==> src/logic/addr_priv_pkg.sv <==
// Purpose: shared constants and types of the address and privilege unit
// Assumes: one 200 MHz clock, asynchronous active-low reset
// Notes:   shared offsets, field positions and the state, mode and level reset values live here
package addr_priv_pkg;
    // request kinds from the core
    localparam logic [1:0]  KIND_CODE      = 2'h0;
    localparam logic [1:0]  KIND_DATA      = 2'h1;
    localparam logic [1:0]  KIND_STACK     = 2'h2;
    localparam logic [1:0]  KIND_PUSH      = 2'h3;
    // exception and interrupt numbers
    localparam logic [7:0]  VEC_DFAULT     = 8'h08;
    localparam logic [7:0]  VEC_STACK      = 8'h0C;
    localparam logic [7:0]  VEC_GPROT      = 8'h0D;
    localparam logic [7:0]  VEC_NMI        = 8'h02;
    // real-mode limits
    localparam logic [15:0] SEG_LAST_OFS   = 16'hFFFF;
    localparam logic [31:0] REAL_ADDR_MAX  = 32'h0010FFEF;
    localparam logic [31:0] IVT_FIRST      = 32'h00000000;
    localparam logic [31:0] IVT_LAST       = 32'h000003FF;
    localparam logic [1:0]  VEC_ENTRY_TAIL = 2'h3;
    localparam logic [3:0]  SEG_SHIFT_PAD  = 4'h0;
    localparam logic [11:0] UPPER_HIGH     = 12'hFFF;
    localparam logic [11:0] UPPER_LOW      = 12'h000;
    // shutdown exit by nmi needs this much table and stack
    localparam logic [15:0] NMI_MIN_LIMIT  = 16'h0017;
    localparam logic [15:0] NMI_MIN_SP     = 16'h0005;
    // access rights byte field holding the descriptor level
    localparam int          DLVL_MSB       = 6;
    localparam int          DLVL_LSB       = 5;
    // sync depth for pins
    localparam int          SYNC_STAGES    = 3;
    // run states
    typedef enum logic [1:0] {
        ST_RUN  = 2'b00,
        ST_HALT = 2'b01,
        ST_SHUT = 2'b10
    } run_state_t;
    // reset values
    localparam run_state_t  RST_STATE      = ST_RUN;
    localparam logic        RST_PROT       = 1'b0;
    localparam logic [1:0]  RST_LEVEL      = 2'h0;
endpackage

==> src/logic/addr_priv_unit.sv <==
// Purpose: real/protected address forming, real-mode faults, halt,
//          shutdown and privilege level arithmetic
// Assumes: core presents one request per cycle; descriptor base,
//          access byte and paging result come from outside
// Notes:   nmi and maskable request are pins, synchronised here
// Behaviour
// - start in real mode after reset
// - real mode drives only low address lines
// - upper lines high on code until far transfer
// - real address is segment times sixteen plus offset
// - no paging in real mode
// - offset past FFFFH raises exception 13
// - stack overrun raises 12, return at fault
// - vector beyond table limit raises exception 8
// - never raise 10, 11 or 14 in real mode
// - vectors sit at number times four, low 1K
// - halt leaves bus, exits on nmi, enabled interrupt
// - halt exit saves address after halt
// - exception 8 or 13 beyond limit shuts down
// - odd stack pointer wrap shuts down
// - nmi leaves shutdown only with room
// - protected linear is descriptor base plus offset
// - protected physical is linear unless paging
// - levels 0..3, smaller is more privileged
// - requester level from selector low bits
// - descriptor level from access byte bits 6:5
// - current level from code selector unless conforming
// - effective level is maximum of requester, descriptor
`timescale 1ns/1ps
module addr_priv_unit
    import addr_priv_pkg::*;
(
    input  wire logic        i_sys_clk,
    input  wire logic        i_resetn,
    input  wire logic        i_prot_en,    // protected mode from core
    input  wire logic        i_paging_en,  // paging enable from core
    input  wire logic        i_req_valid,  // access request
    input  wire logic [1:0]  i_req_kind,   // code, data, stack, push
    input  wire logic [1:0]  i_req_size,   // bytes minus one
    input  wire logic [15:0] i_seg_value,  // real-mode segment register
    input  wire logic [31:0] i_seg_base,   // descriptor base, protected
    input  wire logic [31:0] i_eff_addr,   // effective address
    input  wire logic [31:0] i_xlat_addr,  // paging result for request
    input  wire logic [15:0] i_stack_pointer,
    input  wire logic [15:0] i_cur_ip,     // ip of current instruction
    input  wire logic [15:0] i_next_ip,    // ip of following one
    input  wire logic        i_far_xfer,   // intersegment jump or call
    input  wire logic        i_soft_int,   // software interrupt
    input  wire logic [7:0]  i_int_vec,    // its number
    input  wire logic [15:0] i_itab_limit, // interrupt table limit
    input  wire logic        i_halt_instruction,
    input  wire logic        i_if_flag,    // interrupt enable flag
    input  wire logic        i_nmi_pin,
    input  wire logic        i_maskable_interrupt_request,
    input  wire logic [15:0] i_selector,   // selector of the access
    input  wire logic [7:0]  i_access_byte,
    input  wire logic [15:0] i_code_selector,
    input  wire logic        i_conforming,
    output logic             o_real_mode,
    output logic             o_addr_valid,
    output logic [31:0]      o_addr,       // address pins
    output logic [31:0]      o_lin_addr,
    output logic             o_exc_valid,
    output logic [7:0]       o_exc_vec,
    output logic [15:0]      o_saved_ip,
    output logic             o_vec_valid,
    output logic [31:0]      o_vec_addr,
    output logic             o_int_ack,
    output logic             o_halted,
    output logic             o_shutdown,
    output logic [1:0]       o_requester_level,
    output logic [1:0]       o_descriptor_level,
    output logic [1:0]       o_current_level,
    output logic [1:0]       o_effective_level
);
    // synchronised pins: bit 1 nmi, bit 0 maskable request
    logic [1:0]  pin_lvl;
    logic        nmi_prev_ff;     // for nmi rising edge
    logic        nxt_nmi_prev;
    run_state_t  state_ff;
    run_state_t  nxt_state;
    logic        prot_ff;         // 1 = protected mode
    logic        far_done_ff;     // intersegment transfer seen
    logic        nxt_far_done;
    logic        addr_valid_ff;
    logic        nxt_addr_valid;
    logic [31:0] addr_ff;
    logic [31:0] nxt_addr;
    logic [31:0] lin_ff;
    logic [31:0] nxt_lin;
    logic        exc_valid_ff;
    logic        nxt_exc_valid;
    logic [7:0]  exc_vec_ff;
    logic [7:0]  nxt_exc_vec;
    logic [15:0] saved_ip_ff;
    logic [15:0] nxt_saved_ip;
    logic [15:0] halt_ip_ff;      // resume point captured at halt
    logic [15:0] nxt_halt_ip;
    logic        vec_valid_ff;
    logic        nxt_vec_valid;
    logic [31:0] vec_addr_ff;
    logic [31:0] nxt_vec_addr;
    logic        int_ack_ff;
    logic        nxt_int_ack;
    logic [1:0]  rlvl_ff, dlvl_ff, clvl_ff, elvl_ff;
    logic [1:0]  nxt_rlvl, nxt_dlvl, nxt_clvl, nxt_elvl;
    // combinational helpers
    logic        is_real;
    logic        run_req;
    logic [31:0] lin_calc;
    logic [16:0] end_ofs;
    logic        overrun;
    logic        push_wrap;
    logic        int_oob;
    logic        df_oob;
    logic        gp_oob;
    logic        nmi_rise;
    logic        wake;

    pin_sync3 #(
        .W (2)
    ) u_pin_sync (
        .i_sys_clk (i_sys_clk),
        .i_resetn  (i_resetn),
        .i_pin     ({i_nmi_pin, i_maskable_interrupt_request}),
        .o_level   (pin_lvl)
    );

    // address and check arithmetic for the present request
    always_comb begin
        is_real  = !prot_ff;
        run_req  = i_req_valid && (state_ff == ST_RUN);
        // shift the segment left by four, then add the offset
        // in protected mode the descriptor base is used instead
        lin_calc = is_real ?
                   {UPPER_LOW, i_seg_value, SEG_SHIFT_PAD} + i_eff_addr :
                   i_seg_base + i_eff_addr;
        // last byte past FFFFH, including a straddling word
        end_ofs  = {1'b0, i_eff_addr[15:0]} + {15'h0000, i_req_size};
        overrun  = (|i_eff_addr[31:16]) || end_ofs[16];
        // a push that wraps from an odd pointer
        push_wrap = (i_req_kind == KIND_PUSH) && i_stack_pointer[0] &&
                    (i_stack_pointer <= {14'h0000, i_req_size});
        // vector entry is number times four, four bytes long
        int_oob  = {6'h00, i_int_vec, VEC_ENTRY_TAIL} > i_itab_limit;
        df_oob   = {6'h00, VEC_DFAULT, VEC_ENTRY_TAIL} > i_itab_limit;
        gp_oob   = {6'h00, VEC_GPROT, VEC_ENTRY_TAIL} > i_itab_limit;
        nmi_rise = pin_lvl[1] && !nmi_prev_ff;
        // halt wake sources; reset is the async path
        wake     = nmi_rise || (pin_lvl[0] && i_if_flag);
    end

    // main next-state logic: run, halt and shutdown
    always_comb begin
        nxt_state      = state_ff;
        nxt_nmi_prev   = pin_lvl[1];
        nxt_far_done   = far_done_ff || (is_real && i_far_xfer);
        nxt_addr_valid = 1'b0;
        nxt_addr       = addr_ff;
        nxt_lin        = lin_ff;
        nxt_exc_valid  = 1'b0;
        nxt_exc_vec    = exc_vec_ff;
        nxt_saved_ip   = saved_ip_ff;
        nxt_halt_ip    = halt_ip_ff;
        nxt_vec_valid  = 1'b0;
        nxt_vec_addr   = vec_addr_ff;
        nxt_int_ack    = 1'b0;
        case (state_ff)
            ST_RUN: begin
                if (i_halt_instruction) begin
                    // stop and keep the resume point
                    nxt_state   = ST_HALT;
                    nxt_halt_ip = i_next_ip;
                end else if (is_real && i_soft_int) begin
                    if (int_oob && df_oob) begin
                        nxt_state = ST_SHUT;
                    end else if (int_oob) begin
                        // fault points at the interrupt itself
                        nxt_exc_valid = 1'b1;
                        nxt_exc_vec   = VEC_DFAULT;
                        nxt_saved_ip  = i_cur_ip;
                        nxt_vec_valid = 1'b1;
                        nxt_vec_addr  = {22'h000000, VEC_DFAULT, 2'h0};
                    end else begin
                        nxt_vec_valid = 1'b1;
                        nxt_vec_addr  = {22'h000000, i_int_vec, 2'h0};
                        nxt_saved_ip  = i_next_ip;
                    end
                end else if (run_req && is_real && push_wrap) begin
                    nxt_state = ST_SHUT;
                end else if (run_req && is_real && overrun) begin
                    // stack overruns are 12, others 13; holds as
                    // no other number is ever raised here
                    if (!(i_req_kind == KIND_STACK ||
                          i_req_kind == KIND_PUSH) && gp_oob) begin
                        nxt_state = ST_SHUT;
                    end else begin
                        nxt_exc_valid = 1'b1;
                        nxt_saved_ip  = i_cur_ip;
                        nxt_exc_vec   = (i_req_kind == KIND_STACK ||
                                         i_req_kind == KIND_PUSH) ?
                                        VEC_STACK : VEC_GPROT;
                    end
                end else if (run_req) begin
                    nxt_addr_valid = 1'b1;
                    nxt_lin        = lin_calc;
                    if (is_real) begin
                        // no paging; upper lines low or forced high
                        nxt_addr = {(i_req_kind == KIND_CODE &&
                                     !far_done_ff) ? UPPER_HIGH :
                                    UPPER_LOW, lin_calc[19:0]};
                    end else if (i_paging_en) begin
                        nxt_addr = i_xlat_addr;
                    end else begin
                        nxt_addr = lin_calc;
                    end
                end
            end
            ST_HALT: begin
                // bus stays idle until a wake source
                if (wake) begin
                    nxt_state     = ST_RUN;
                    nxt_int_ack   = 1'b1;
                    nxt_saved_ip  = halt_ip_ff;
                    nxt_vec_valid = 1'b1;
                    nxt_vec_addr  = {22'h000000, VEC_NMI, 2'h0};
                end
            end
            ST_SHUT: begin
                // nmi needs its vector in the table and stack room
                if (nmi_rise && (i_itab_limit >= NMI_MIN_LIMIT) &&
                    (i_stack_pointer > NMI_MIN_SP)) begin
                    nxt_state     = ST_RUN;
                    nxt_int_ack   = 1'b1;
                    nxt_saved_ip  = i_cur_ip;
                    nxt_vec_valid = 1'b1;
                    nxt_vec_addr  = {22'h000000, VEC_NMI, 2'h0};
                end
            end
            default: begin
                nxt_state = ST_SHUT;
            end
        endcase
    end

    // privilege levels, all unsigned 2-bit values
    always_comb begin
        nxt_rlvl = i_selector[1:0];
        nxt_dlvl = i_access_byte[DLVL_MSB:DLVL_LSB];
        // a conforming segment keeps the caller's level
        nxt_clvl = i_conforming ? clvl_ff : i_code_selector[1:0];
        // numerically larger means less privileged
        nxt_elvl = (nxt_rlvl > nxt_dlvl) ? nxt_rlvl : nxt_dlvl;
    end

    // registers; reset lands in real mode
    always_ff @(posedge i_sys_clk or negedge i_resetn) begin
        if (!i_resetn) begin
            state_ff      <= RST_STATE;
            prot_ff       <= RST_PROT;
            nmi_prev_ff   <= 1'b0;
            far_done_ff   <= 1'b0;
            addr_valid_ff <= 1'b0;
            addr_ff       <= 32'h00000000;
            lin_ff        <= 32'h00000000;
            exc_valid_ff  <= 1'b0;
            exc_vec_ff    <= 8'h00;
            saved_ip_ff   <= 16'h0000;
            halt_ip_ff    <= 16'h0000;
            vec_valid_ff  <= 1'b0;
            vec_addr_ff   <= IVT_FIRST;
            int_ack_ff    <= 1'b0;
            rlvl_ff       <= RST_LEVEL;
            dlvl_ff       <= RST_LEVEL;
            clvl_ff       <= RST_LEVEL;
            elvl_ff       <= RST_LEVEL;
        end else begin
            state_ff      <= nxt_state;
            prot_ff       <= i_prot_en;
            nmi_prev_ff   <= nxt_nmi_prev;
            far_done_ff   <= nxt_far_done;
            addr_valid_ff <= nxt_addr_valid;
            addr_ff       <= nxt_addr;
            lin_ff        <= nxt_lin;
            exc_valid_ff  <= nxt_exc_valid;
            exc_vec_ff    <= nxt_exc_vec;
            saved_ip_ff   <= nxt_saved_ip;
            halt_ip_ff    <= nxt_halt_ip;
            vec_valid_ff  <= nxt_vec_valid;
            vec_addr_ff   <= nxt_vec_addr;
            int_ack_ff    <= nxt_int_ack;
            rlvl_ff       <= nxt_rlvl;
            dlvl_ff       <= nxt_dlvl;
            clvl_ff       <= nxt_clvl;
            elvl_ff       <= nxt_elvl;
        end
    end

    assign o_real_mode        = !prot_ff;
    assign o_addr_valid       = addr_valid_ff;
    assign o_addr             = addr_ff;
    assign o_lin_addr         = lin_ff;
    assign o_exc_valid        = exc_valid_ff;
    assign o_exc_vec          = exc_vec_ff;
    assign o_saved_ip         = saved_ip_ff;
    assign o_vec_valid        = vec_valid_ff;
    assign o_vec_addr         = vec_addr_ff;
    assign o_int_ack          = int_ack_ff;
    assign o_halted           = (state_ff == ST_HALT);
    assign o_shutdown         = (state_ff == ST_SHUT);
    assign o_requester_level  = rlvl_ff;
    assign o_descriptor_level = dlvl_ff;
    assign o_current_level    = clvl_ff;
    assign o_effective_level  = elvl_ff;

    // checks on what this unit drives
    chk_real_reset: assert property (@(posedge i_sys_clk)
        $rose(i_resetn) |-> !prot_ff) else $error("not real at reset");
    chk_real_sum: assert property (@(posedge i_sys_clk)
        disable iff (!i_resetn) run_req && is_real && !overrun &&
        !push_wrap && !i_halt_instruction && !i_soft_int |=>
        o_addr_valid && o_lin_addr == {UPPER_LOW, $past(i_seg_value),
        SEG_SHIFT_PAD} + $past(i_eff_addr)) else $error("bad real sum");
    chk_upper_lines: assert property (@(posedge i_sys_clk)
        disable iff (!i_resetn) o_addr_valid && $past(is_real) |->
        (o_addr[31:20] == UPPER_LOW) || (o_addr[31:20] == UPPER_HIGH))
        else $error("upper lines not fixed");
    chk_no_paging: assert property (@(posedge i_sys_clk)
        disable iff (!i_resetn) o_addr_valid && $past(is_real) |->
        o_addr[19:0] == o_lin_addr[19:0]) else $error("real paged");
    chk_gp_fault: assert property (@(posedge i_sys_clk)
        disable iff (!i_resetn) run_req && is_real && overrun &&
        i_req_kind == KIND_DATA && !i_halt_instruction && !i_soft_int
        |=> (o_exc_valid && o_exc_vec == VEC_GPROT) || o_shutdown)
        else $error("no exception 13");
    chk_ss_fault: assert property (@(posedge i_sys_clk)
        disable iff (!i_resetn) run_req && is_real && overrun &&
        i_req_kind == KIND_STACK && !i_halt_instruction && !i_soft_int
        |=> o_exc_valid && o_exc_vec == VEC_STACK &&
        o_saved_ip == $past(i_cur_ip)) else $error("no exception 12");
    chk_no_bad_vec: assert property (@(posedge i_sys_clk)
        disable iff (!i_resetn) o_exc_valid |-> o_exc_vec != 8'h0A &&
        o_exc_vec != 8'h0B && o_exc_vec != 8'h0E)
        else $error("forbidden exception");
    chk_halt_idle: assert property (@(posedge i_sys_clk)
        disable iff (!i_resetn) o_halted ##1 o_halted |-> !o_addr_valid)
        else $error("bus used in halt");
    chk_halt_resume: assert property (@(posedge i_sys_clk)
        disable iff (!i_resetn) $fell(o_halted) |-> o_int_ack &&
        o_saved_ip == halt_ip_ff) else $error("bad halt resume");
    chk_shut_stay: assert property (@(posedge i_sys_clk)
        disable iff (!i_resetn) o_shutdown && i_stack_pointer <=
        NMI_MIN_SP |=> o_shutdown) else $error("left shutdown");
    chk_eff_level: assert property (@(posedge i_sys_clk)
        disable iff (!i_resetn) ##1 o_effective_level >=
        o_requester_level && o_effective_level >= o_descriptor_level &&
        (o_effective_level == o_requester_level ||
         o_effective_level == o_descriptor_level))
        else $error("bad effective level");
    cov_halt_wake: cover property (@(posedge i_sys_clk)
        disable iff (!i_resetn) $fell(o_halted));
    cov_shut_exit: cover property (@(posedge i_sys_clk)
        disable iff (!i_resetn) $fell(o_shutdown));
    cov_gp_fault: cover property (@(posedge i_sys_clk)
        disable iff (!i_resetn) o_exc_valid && o_exc_vec == VEC_GPROT);
endmodule

==> src/logic/pin_sync3.sv <==
// Purpose: three-flop pin synchroniser with agreement filter
// Assumes: inputs are asynchronous to i_sys_clk
// Notes:   output moves only when stages two and three agree
`timescale 1ns/1ps
module pin_sync3 #(
    parameter int W = 2
) (
    input  wire logic         i_sys_clk,
    input  wire logic         i_resetn,
    input  wire logic [W-1:0] i_pin,
    output logic      [W-1:0] o_level
);
    // one chain per bit; stage one is read only by stage two
    for (genvar b = 0; b < W; b++) begin : g_bit
        logic s1_ff;      // metastability catcher
        logic s2_ff;      // first settled stage
        logic s3_ff;      // comparison stage
        logic lvl_ff;     // filtered level
        logic nxt_lvl;
        // filter: accept a level only once two settled stages agree
        always_comb begin
            nxt_lvl = lvl_ff;
            if (s2_ff == s3_ff) begin
                nxt_lvl = s3_ff;
            end
        end
        // registers only
        always_ff @(posedge i_sys_clk or negedge i_resetn) begin
            if (!i_resetn) begin
                s1_ff  <= 1'b0;
                s2_ff  <= 1'b0;
                s3_ff  <= 1'b0;
                lvl_ff <= 1'b0;
            end else begin
                s1_ff  <= i_pin[b];
                s2_ff  <= s1_ff;
                s3_ff  <= s2_ff;
                lvl_ff <= nxt_lvl;
            end
        end
        assign o_level[b] = lvl_ff;
    end
endmodule

==> config.mk <==
export PLATFORM = sky130hd
export DESIGN_NAME = addr_priv_unit
export DESIGN_NICKNAME = d
export VERILOG_FILES = /design/src/logic/addr_priv_pkg.sv /design/src/logic/addr_priv_unit.sv /design/src/logic/pin_sync3.sv
export SDC_FILE = /design/constraint.sdc
export NUM_CORES = 1
export LEC_CHECK = 0
export BUFFER_PORTS_ARGS = -buffer_cell sky130_fd_sc_hd__buf_2
export CORE_AREA = 2 2 146 148
export CTS_BUF_LIST = sky130_fd_sc_hd__clkbuf_8
export CTS_CLUSTER_DIAMETER = 60
export CTS_CLUSTER_SIZE = 40
export DETAILED_ROUTE_END_ITERATION = 8
export DIE_AREA = 0 0 148 150
export MAX_ROUTING_LAYER = met4
export PLACE_DENSITY = 0.75
export SLEW_MARGIN = 20
export SYNTH_ARGS = -nofsm -noshare
export SYNTH_HDL_FRONTEND = slang
export SYNTH_SLANG_ARGS = --single-unit
==> constraint.sdc <==
create_clock -name i_sys_clk -period 6.3 [get_ports i_sys_clk]
set_clock_uncertainty 0.1 [all_clocks]
set_input_delay 1.575 -clock i_sys_clk [delete_from_list [all_inputs] [get_ports i_sys_clk]]
set_output_delay 1.575 -clock i_sys_clk [all_outputs]
set_load 0.01 [all_outputs]
# After elaboration in Yosys (flattened, before gate mapping)
# Cells that the tools add are included.
dict set report word_totals {
  out_inout_bits 135
  input_bits 240
  regBits 161
}
dict set report op_classes {
  order_cmp 7
  n_reduce_logical 34
  n_bitwise 4
  add_sub_neg 3
  mux 59
  eq_ne 22
}
# op count
set op_table {}
lappend op_table {{$mux 32} 8}
lappend op_table {{$mux 16} 9}
lappend op_table {{$pmux 32 s3} 1}
lappend op_table {{$mux 8} 6}
lappend op_table {{$pmux 16 s3} 1}
lappend op_table {{$add 20x32->32} 1}
lappend op_table {{$add 32x32->32} 1}
lappend op_table {{$gt 6x16->1 const A} 2}
lappend op_table {{$mux 1} 20}
lappend op_table {{$mux 2} 9}
lappend op_table {{$add 16x2->17} 1}
lappend op_table {{$ge 16x5->1 const B} 1}
lappend op_table {{$gt 10x16->1} 1}
lappend op_table {{$gt 16x3->1 const B} 1}
lappend op_table {{$le 16x2->1} 1}
lappend op_table {{$reduce_or 16->1} 1}
lappend op_table {{$logic_and 1x1->1} 15}
lappend op_table {{$mux 12} 1}
lappend op_table {{$ne 2x2->1 const B} 6}
lappend op_table {{$reduce_and 6->1} 2}
lappend op_table {{$mux 10} 1}
lappend op_table {{$ne 5x2->1 const B} 2}
lappend op_table {{$ne 3x3->1 const B} 3}
lappend op_table {{$reduce_and 8->1} 1}
lappend op_table {{other kinds (19)} 34}

# Longest topological paths before layout
dict set report depth {
  ltp_word 10
  depth_mapped 13
}

# By module
# Synthesis repeated with hierarchy kept, for this count alone.
dict set report hier_totals {
  cells_unflattened 1066
  area_unflattened_um2 9469.1
}
# mod n_inst area_each_um2 seq_area_each_um2 cells_each
set modules_own_cells {}
lappend modules_own_cells {addr_priv_unit 1 9231.4 3103.0 1054}
lappend modules_own_cells {pin_sync3 1 237.7 200.2 12}

# Least setup slack after synthesis
# OpenSTA, ideal clock, no wires.
dict set report synth_path {
  path_type {in2reg}
  start {in i_seg_base[0]}
  end {reg addr_ff[30] (netlist: o_addr[30])}
  setup_ps 126
  path_slack_ps 2192
  cell_stages 12
  path_buffers 0
  arrival_time_ps 3882
  required_ps 6074
  cell_sequence {ha_1 inv_1 fa_1 nand2b_1 a21o_1 a211oi_1 nor2_1 or4_1 a31oi_1 xor2_1 a221oi_1 nor2_1}
}
dict set report synth_via {
  elab_chain_len 4
}
# item line_no
set synth_lines {}
lappend synth_lines {{from (decl)} addr_priv_unit.sv:41} ;# input wire logic [31:0] i_seg_base,
lappend synth_lines {{$add 32x32->32} addr_priv_unit.sv:137} ;# i_seg_base + i_eff_addr;
lappend synth_lines {{$mux 32} addr_priv_unit.sv:135} ;# lin_calc = is_real ?
lappend synth_lines {{$mux 32} addr_priv_unit.sv:212} ;# end else if (i_paging_en) begin
lappend synth_lines {{$mux 32} addr_priv_unit.sv:207} ;# if (is_real) begin
lappend synth_lines {{to (signal assigned)} addr_priv_unit.sv:283} ;# addr_ff <= nxt_addr;
lappend synth_lines {{to (decl)} addr_priv_unit.sv:87} ;# logic [31:0] addr_ff;
# No other way between the ends.
# A chain may end at the register's enable or synchronous reset.

# Final worst setup path
dict set report layout_path {
  start {in i_itab_limit[3]}
  end {reg saved_ip_ff[15] (netlist: o_saved_ip[15])}
}
dict set report layout_via {
  elab_chain_len 6
  word_cells_on_any_way 17
  classes_between {4 x order compare; 3 x eq/ne; 5 x mux; 5 x reduce/logical}
}
# item line_no
set layout_lines {}
lappend layout_lines {{from (decl)} addr_priv_unit.sv:50} ;# input wire logic [15:0] i_itab_limit,
lappend layout_lines {{$gt 10x16->1} addr_priv_unit.sv:145} ;# int_oob = {6'h00, i_int_vec, VEC_ENTRY_TAIL} > i_itab_limit;
lappend layout_lines {{$mux 16} addr_priv_unit.sv:177} ;# end else if (int_oob) begin
lappend layout_lines {{$mux 16} addr_priv_unit.sv:175} ;# if (int_oob && df_oob) begin
lappend layout_lines {{$mux 16} addr_priv_unit.sv:174} ;# end else if (is_real && i_soft_int) begin
lappend layout_lines {{$mux 16} addr_priv_unit.sv:170} ;# if (i_halt_instruction) begin
lappend layout_lines {{$pmux 16 s3} addr_priv_unit.sv:168} ;# case (state_ff)
lappend layout_lines {{to (signal assigned)} addr_priv_unit.sv:287} ;# saved_ip_ff <= nxt_saved_ip;
lappend layout_lines {{to (decl)} addr_priv_unit.sv:95} ;# logic [15:0] saved_ip_ff;
# Parallel ways exist; a longest one is shown, timed or not. The select of a mux whose other input is x is not followed.

==> reports/qor.yml <==
worstSetupStartpointType: "input pin"
powerDensity_nw_per_um2: 344.0
path_class: "in2reg"
fin_setup_tns_ns: 0
clkLatencyLatePin_ns: 0.45
synth-warning-count: 0
finish.cell_count_without_fillers: 1587
grt_busiest_layer: "met2"
drc: 0
area_delta_synth_final_pct: 22.33
syn_inst: 1005
cell_types_with_the_largest_area_share_after_synthesis: "sky130_fd_sc_hd__dfrtp_1, sky130_fd_sc_hd__ha_1, sky130_fd_sc_hd__mux2_2, sky130_fd_sc_hd__nand2_1, sky130_fd_sc_hd__a21oi_1"
timing.final.setup_violations: 0
drive_gt1_frac: 0.3160
antenna_found_initial: 2
timing.max_slew.rel_slack: 0.1757
total_leakage_power_uw: 0.005578
critPathCaptureType: "register"
die_y_um: 150
netlist-cell-type-count: 73
floorplan.die_area_sq_um: 22200
pre_cts_ws_ns: 1.566
placement.io_buffers: 311
finalCritPeriodShare: 0.6760
synth_area_per_cell_sq_um: 9.088
yosys.area.top_type: "sky130_fd_sc_hd__dfrtp_1"
timing.critical_path.arrival_ns: 4.50
async_flop_share: 1.000
detail-route-antenna-nets: 0
timing.max_cap.violations: 0
dieWidth_um: 148
layout_min_cycle_time_ns: 4.259
std_cell_rows: 53
synth.yosys.seq_area_share: 0.3616
edff_count_synth: 0
fin_ws_ns: 2.041
power.ir.vdd_worst_v: 0.0001638
synth.cells.most_frequent: "sky130_fd_sc_hd__dfrtp_1, sky130_fd_sc_hd__nand2_1, sky130_fd_sc_hd__a21oi_1"
dpl.cell_count: 1553
aggregate_global_route_resource_usage: 0.2595
ctsLongestPathBuffers: 2
cts_buffers: 17
design.final.nets: 1604
cts_root_buf: "sky130_fd_sc_hd__clkbuf_8"
grt_pass1_vias: 8408
achievable-frequency_mhz: 234.8
critPathRequiredTime_ns: 6.54
clock_tree_from_tritoncts: "done"
postSynth.topFlopCell: "sky130_fd_sc_hd__dfrtp_1"
route.vias.total: 8749
grt_util_met2: 0.4211
drt-total-wl_um: 28230
cts_hold_repair.buffers: 0
worst-path-max-fanout: 17
cts.clk_slew.worst_paths_ns: 0.09
synth_top_cell_area_share: 0.3616
initial_standard_cell_utilization_of_the_core: 0.4415
grtUsageMet3: 0.04268
drt_pass1_iterations: 5
min_path_type: "reg2reg"
drt_iter0_markers: 518
cts_setup_buffers: 0
avgRoutedWirePerCell_um: 17.79
total_of_cells_resized_after_clock_tree_synthesis: 0
run_status: "complete, no violations"
report.final.hold_viol_count: 0
place.gp.congestion: 0.9189
postSynthRegisterBits: 132
synth_most_common_cell: "sky130_fd_sc_hd__dfrtp_1"
cts.sinks: 132
grt_overflow_total: 0
netlist_area_sq_um: 9134
viasPerCell: 5.513
rsz_0062_raised_after_global_routing: "false"
core-area_sq_um: 20690
clock_tree.htree_level_count: 4
place.detailed.hpwl_um: 21790
fin_util: 0.5400
final-max-slew-violation-count: 0
grt_util_met1: 0.3224
transition_time_of_the_tightest_slew_check_pin_ns: 1.232
num_io_pins: 375
global_route_wire_length_before_repair_um: 43900
largest_net_degree_at_the_start_of_global_routing: 91
-- cells by family after synthesis --
family	synth area share
and+or+nand+nor	0.1407
DFF	0.3616
AOI/OAI and AO/OA	0.2121
xor gates and xnor gates	0.03836
buffers and inverters	0.06233
adders and majority gates	0.09562
other	0.0004106
muxes	0.08890
-- path summary, 6_finish.rpt --
check,start,endpoint,slack [ns],cells after the start
min in group asynchronous,i_resetn,o_vec_addr[6]$_DFFE_PN0P_,1.08,1
max reg2reg,prot_ff$_DFF_PN0_,o_lin_addr[18]$_DFFE_PN0P_,2.67,12
max,i_itab_limit[3],o_saved_ip[15]$_DFFE_PN0P_,2.04,12
max in group asynchronous,i_resetn,o_lin_addr[7]$_DFFE_PN0P_,3.91,2
min reg2reg,u_pin_sync.g_bit[0].s1_ff$_DFF_PN0_,u_pin_sync.g_bit[0].s2_ff$_DFF_PN0_,0.26,0
min,u_pin_sync.g_bit[0].s1_ff$_DFF_PN0_,u_pin_sync.g_bit[0].s2_ff$_DFF_PN0_,0.26,0
-- critical path: stages --
cell and delay, ns:
sky130_fd_sc_hd__buf_2 0.08, sky130_fd_sc_hd__inv_1 0.07, sky130_fd_sc_hd__ha_1 0.29, sky130_fd_sc_hd__nor2b_1 0.13, sky130_fd_sc_hd__o21a_1 0.13, sky130_fd_sc_hd__o21ai_0 0.07, sky130_fd_sc_hd__a21oi_1 0.15, sky130_fd_sc_hd__o31a_1 0.37
sky130_fd_sc_hd__nor2_4 0.21, sky130_fd_sc_hd__o21ba_2 0.26, sky130_fd_sc_hd__o21ai_2 0.73, sky130_fd_sc_hd__mux2_2 0.42
-- metrics by stage --
stage | instance area (sq um) | hold WS (ns) | total power (uW)
after floorplan | 9239 | 0.2312 | 2513
after global placement | 10790 | 0.2320 | 3118
after detailed placement | 10790 | 0.2402 | 3168
after CTS | 11170 | 0.2609 | 3868
after global routing | 11170 | 0.2576 | 4123
final | 11170 | 0.2569 | 3844
-- layout by cell type, fill, tap and decap left out, drive strengths merged, types with 6 or more instances in the layout --
master	count
o22ai	6
a22o	25
nor4	10
nand2b	8
o21a	16
and2	6
nand4	15
clkbuf	17
a21o	16
o21ai	74
inv	53
conb	29
mux2	41
ha	65
a31oi	9
nand3	11
o211ai	13
a21oi	76
mux2i	35
and3	7
nor2	66
xnor2	24
a211oi	9
dfrtp	132
buf	317
nor2b	12
nand2	117
xor2	16
o31ai	6
nor3	15
-- power breakdown --
| group | internal (uW) | switching [uW] | leakage (uW) | total, uW |
|---|---|---|---|---|
| sequential | 1200 | 184 | 0.00161 | 1380 |
| clock | 288 | 400 | 0.000179 | 688 |
| combinational | 791 | 982 | 0.00379 | 1770 |
| total | 2280 | 1570 | 0.00558 | 3840 |
-- routing by layer --
metal | vias up | wire length, um
met5 | - | 0
met4 | 0 | 905
met3 | 62 | 1863
met2 | 385 | 13410
met1 | 4139 | 12050
li1 | 4163 | -
-- state kept, by name (all words and copies together) (netlist names), 2 cells and up --
signal	cells
halt_ip_ff	16
o_addr	32
o_current_level	2
o_descriptor_level	2
o_effective_level	2
o_exc_vec	3
o_lin_addr	32
o_requester_level	2
o_saved_ip	16
o_vec_addr	8
state_ff	2
u_pin_sync.g_bit.lvl_ff	2
u_pin_sync.g_bit.s1_ff	2
u_pin_sync.g_bit.s2_ff	2
u_pin_sync.g_bit.s3_ff	2
-- layout make-up --
type / instances / area [sq um]
Fill cell: 1960 / 9517
Multi-Input combinational cell: 784 / 5371
Sequential cell: 132 / 3304
Timing Repair Buffer: 317 / 1608
Tap cell: 275 / 344.1
Clock buffer: 17 / 234.0
Inverter: 45 / 168.9
Clock inverter: 15 / 137.6
Antenna cell: 2 / 5.005
(Power assumes the default switching activity.)
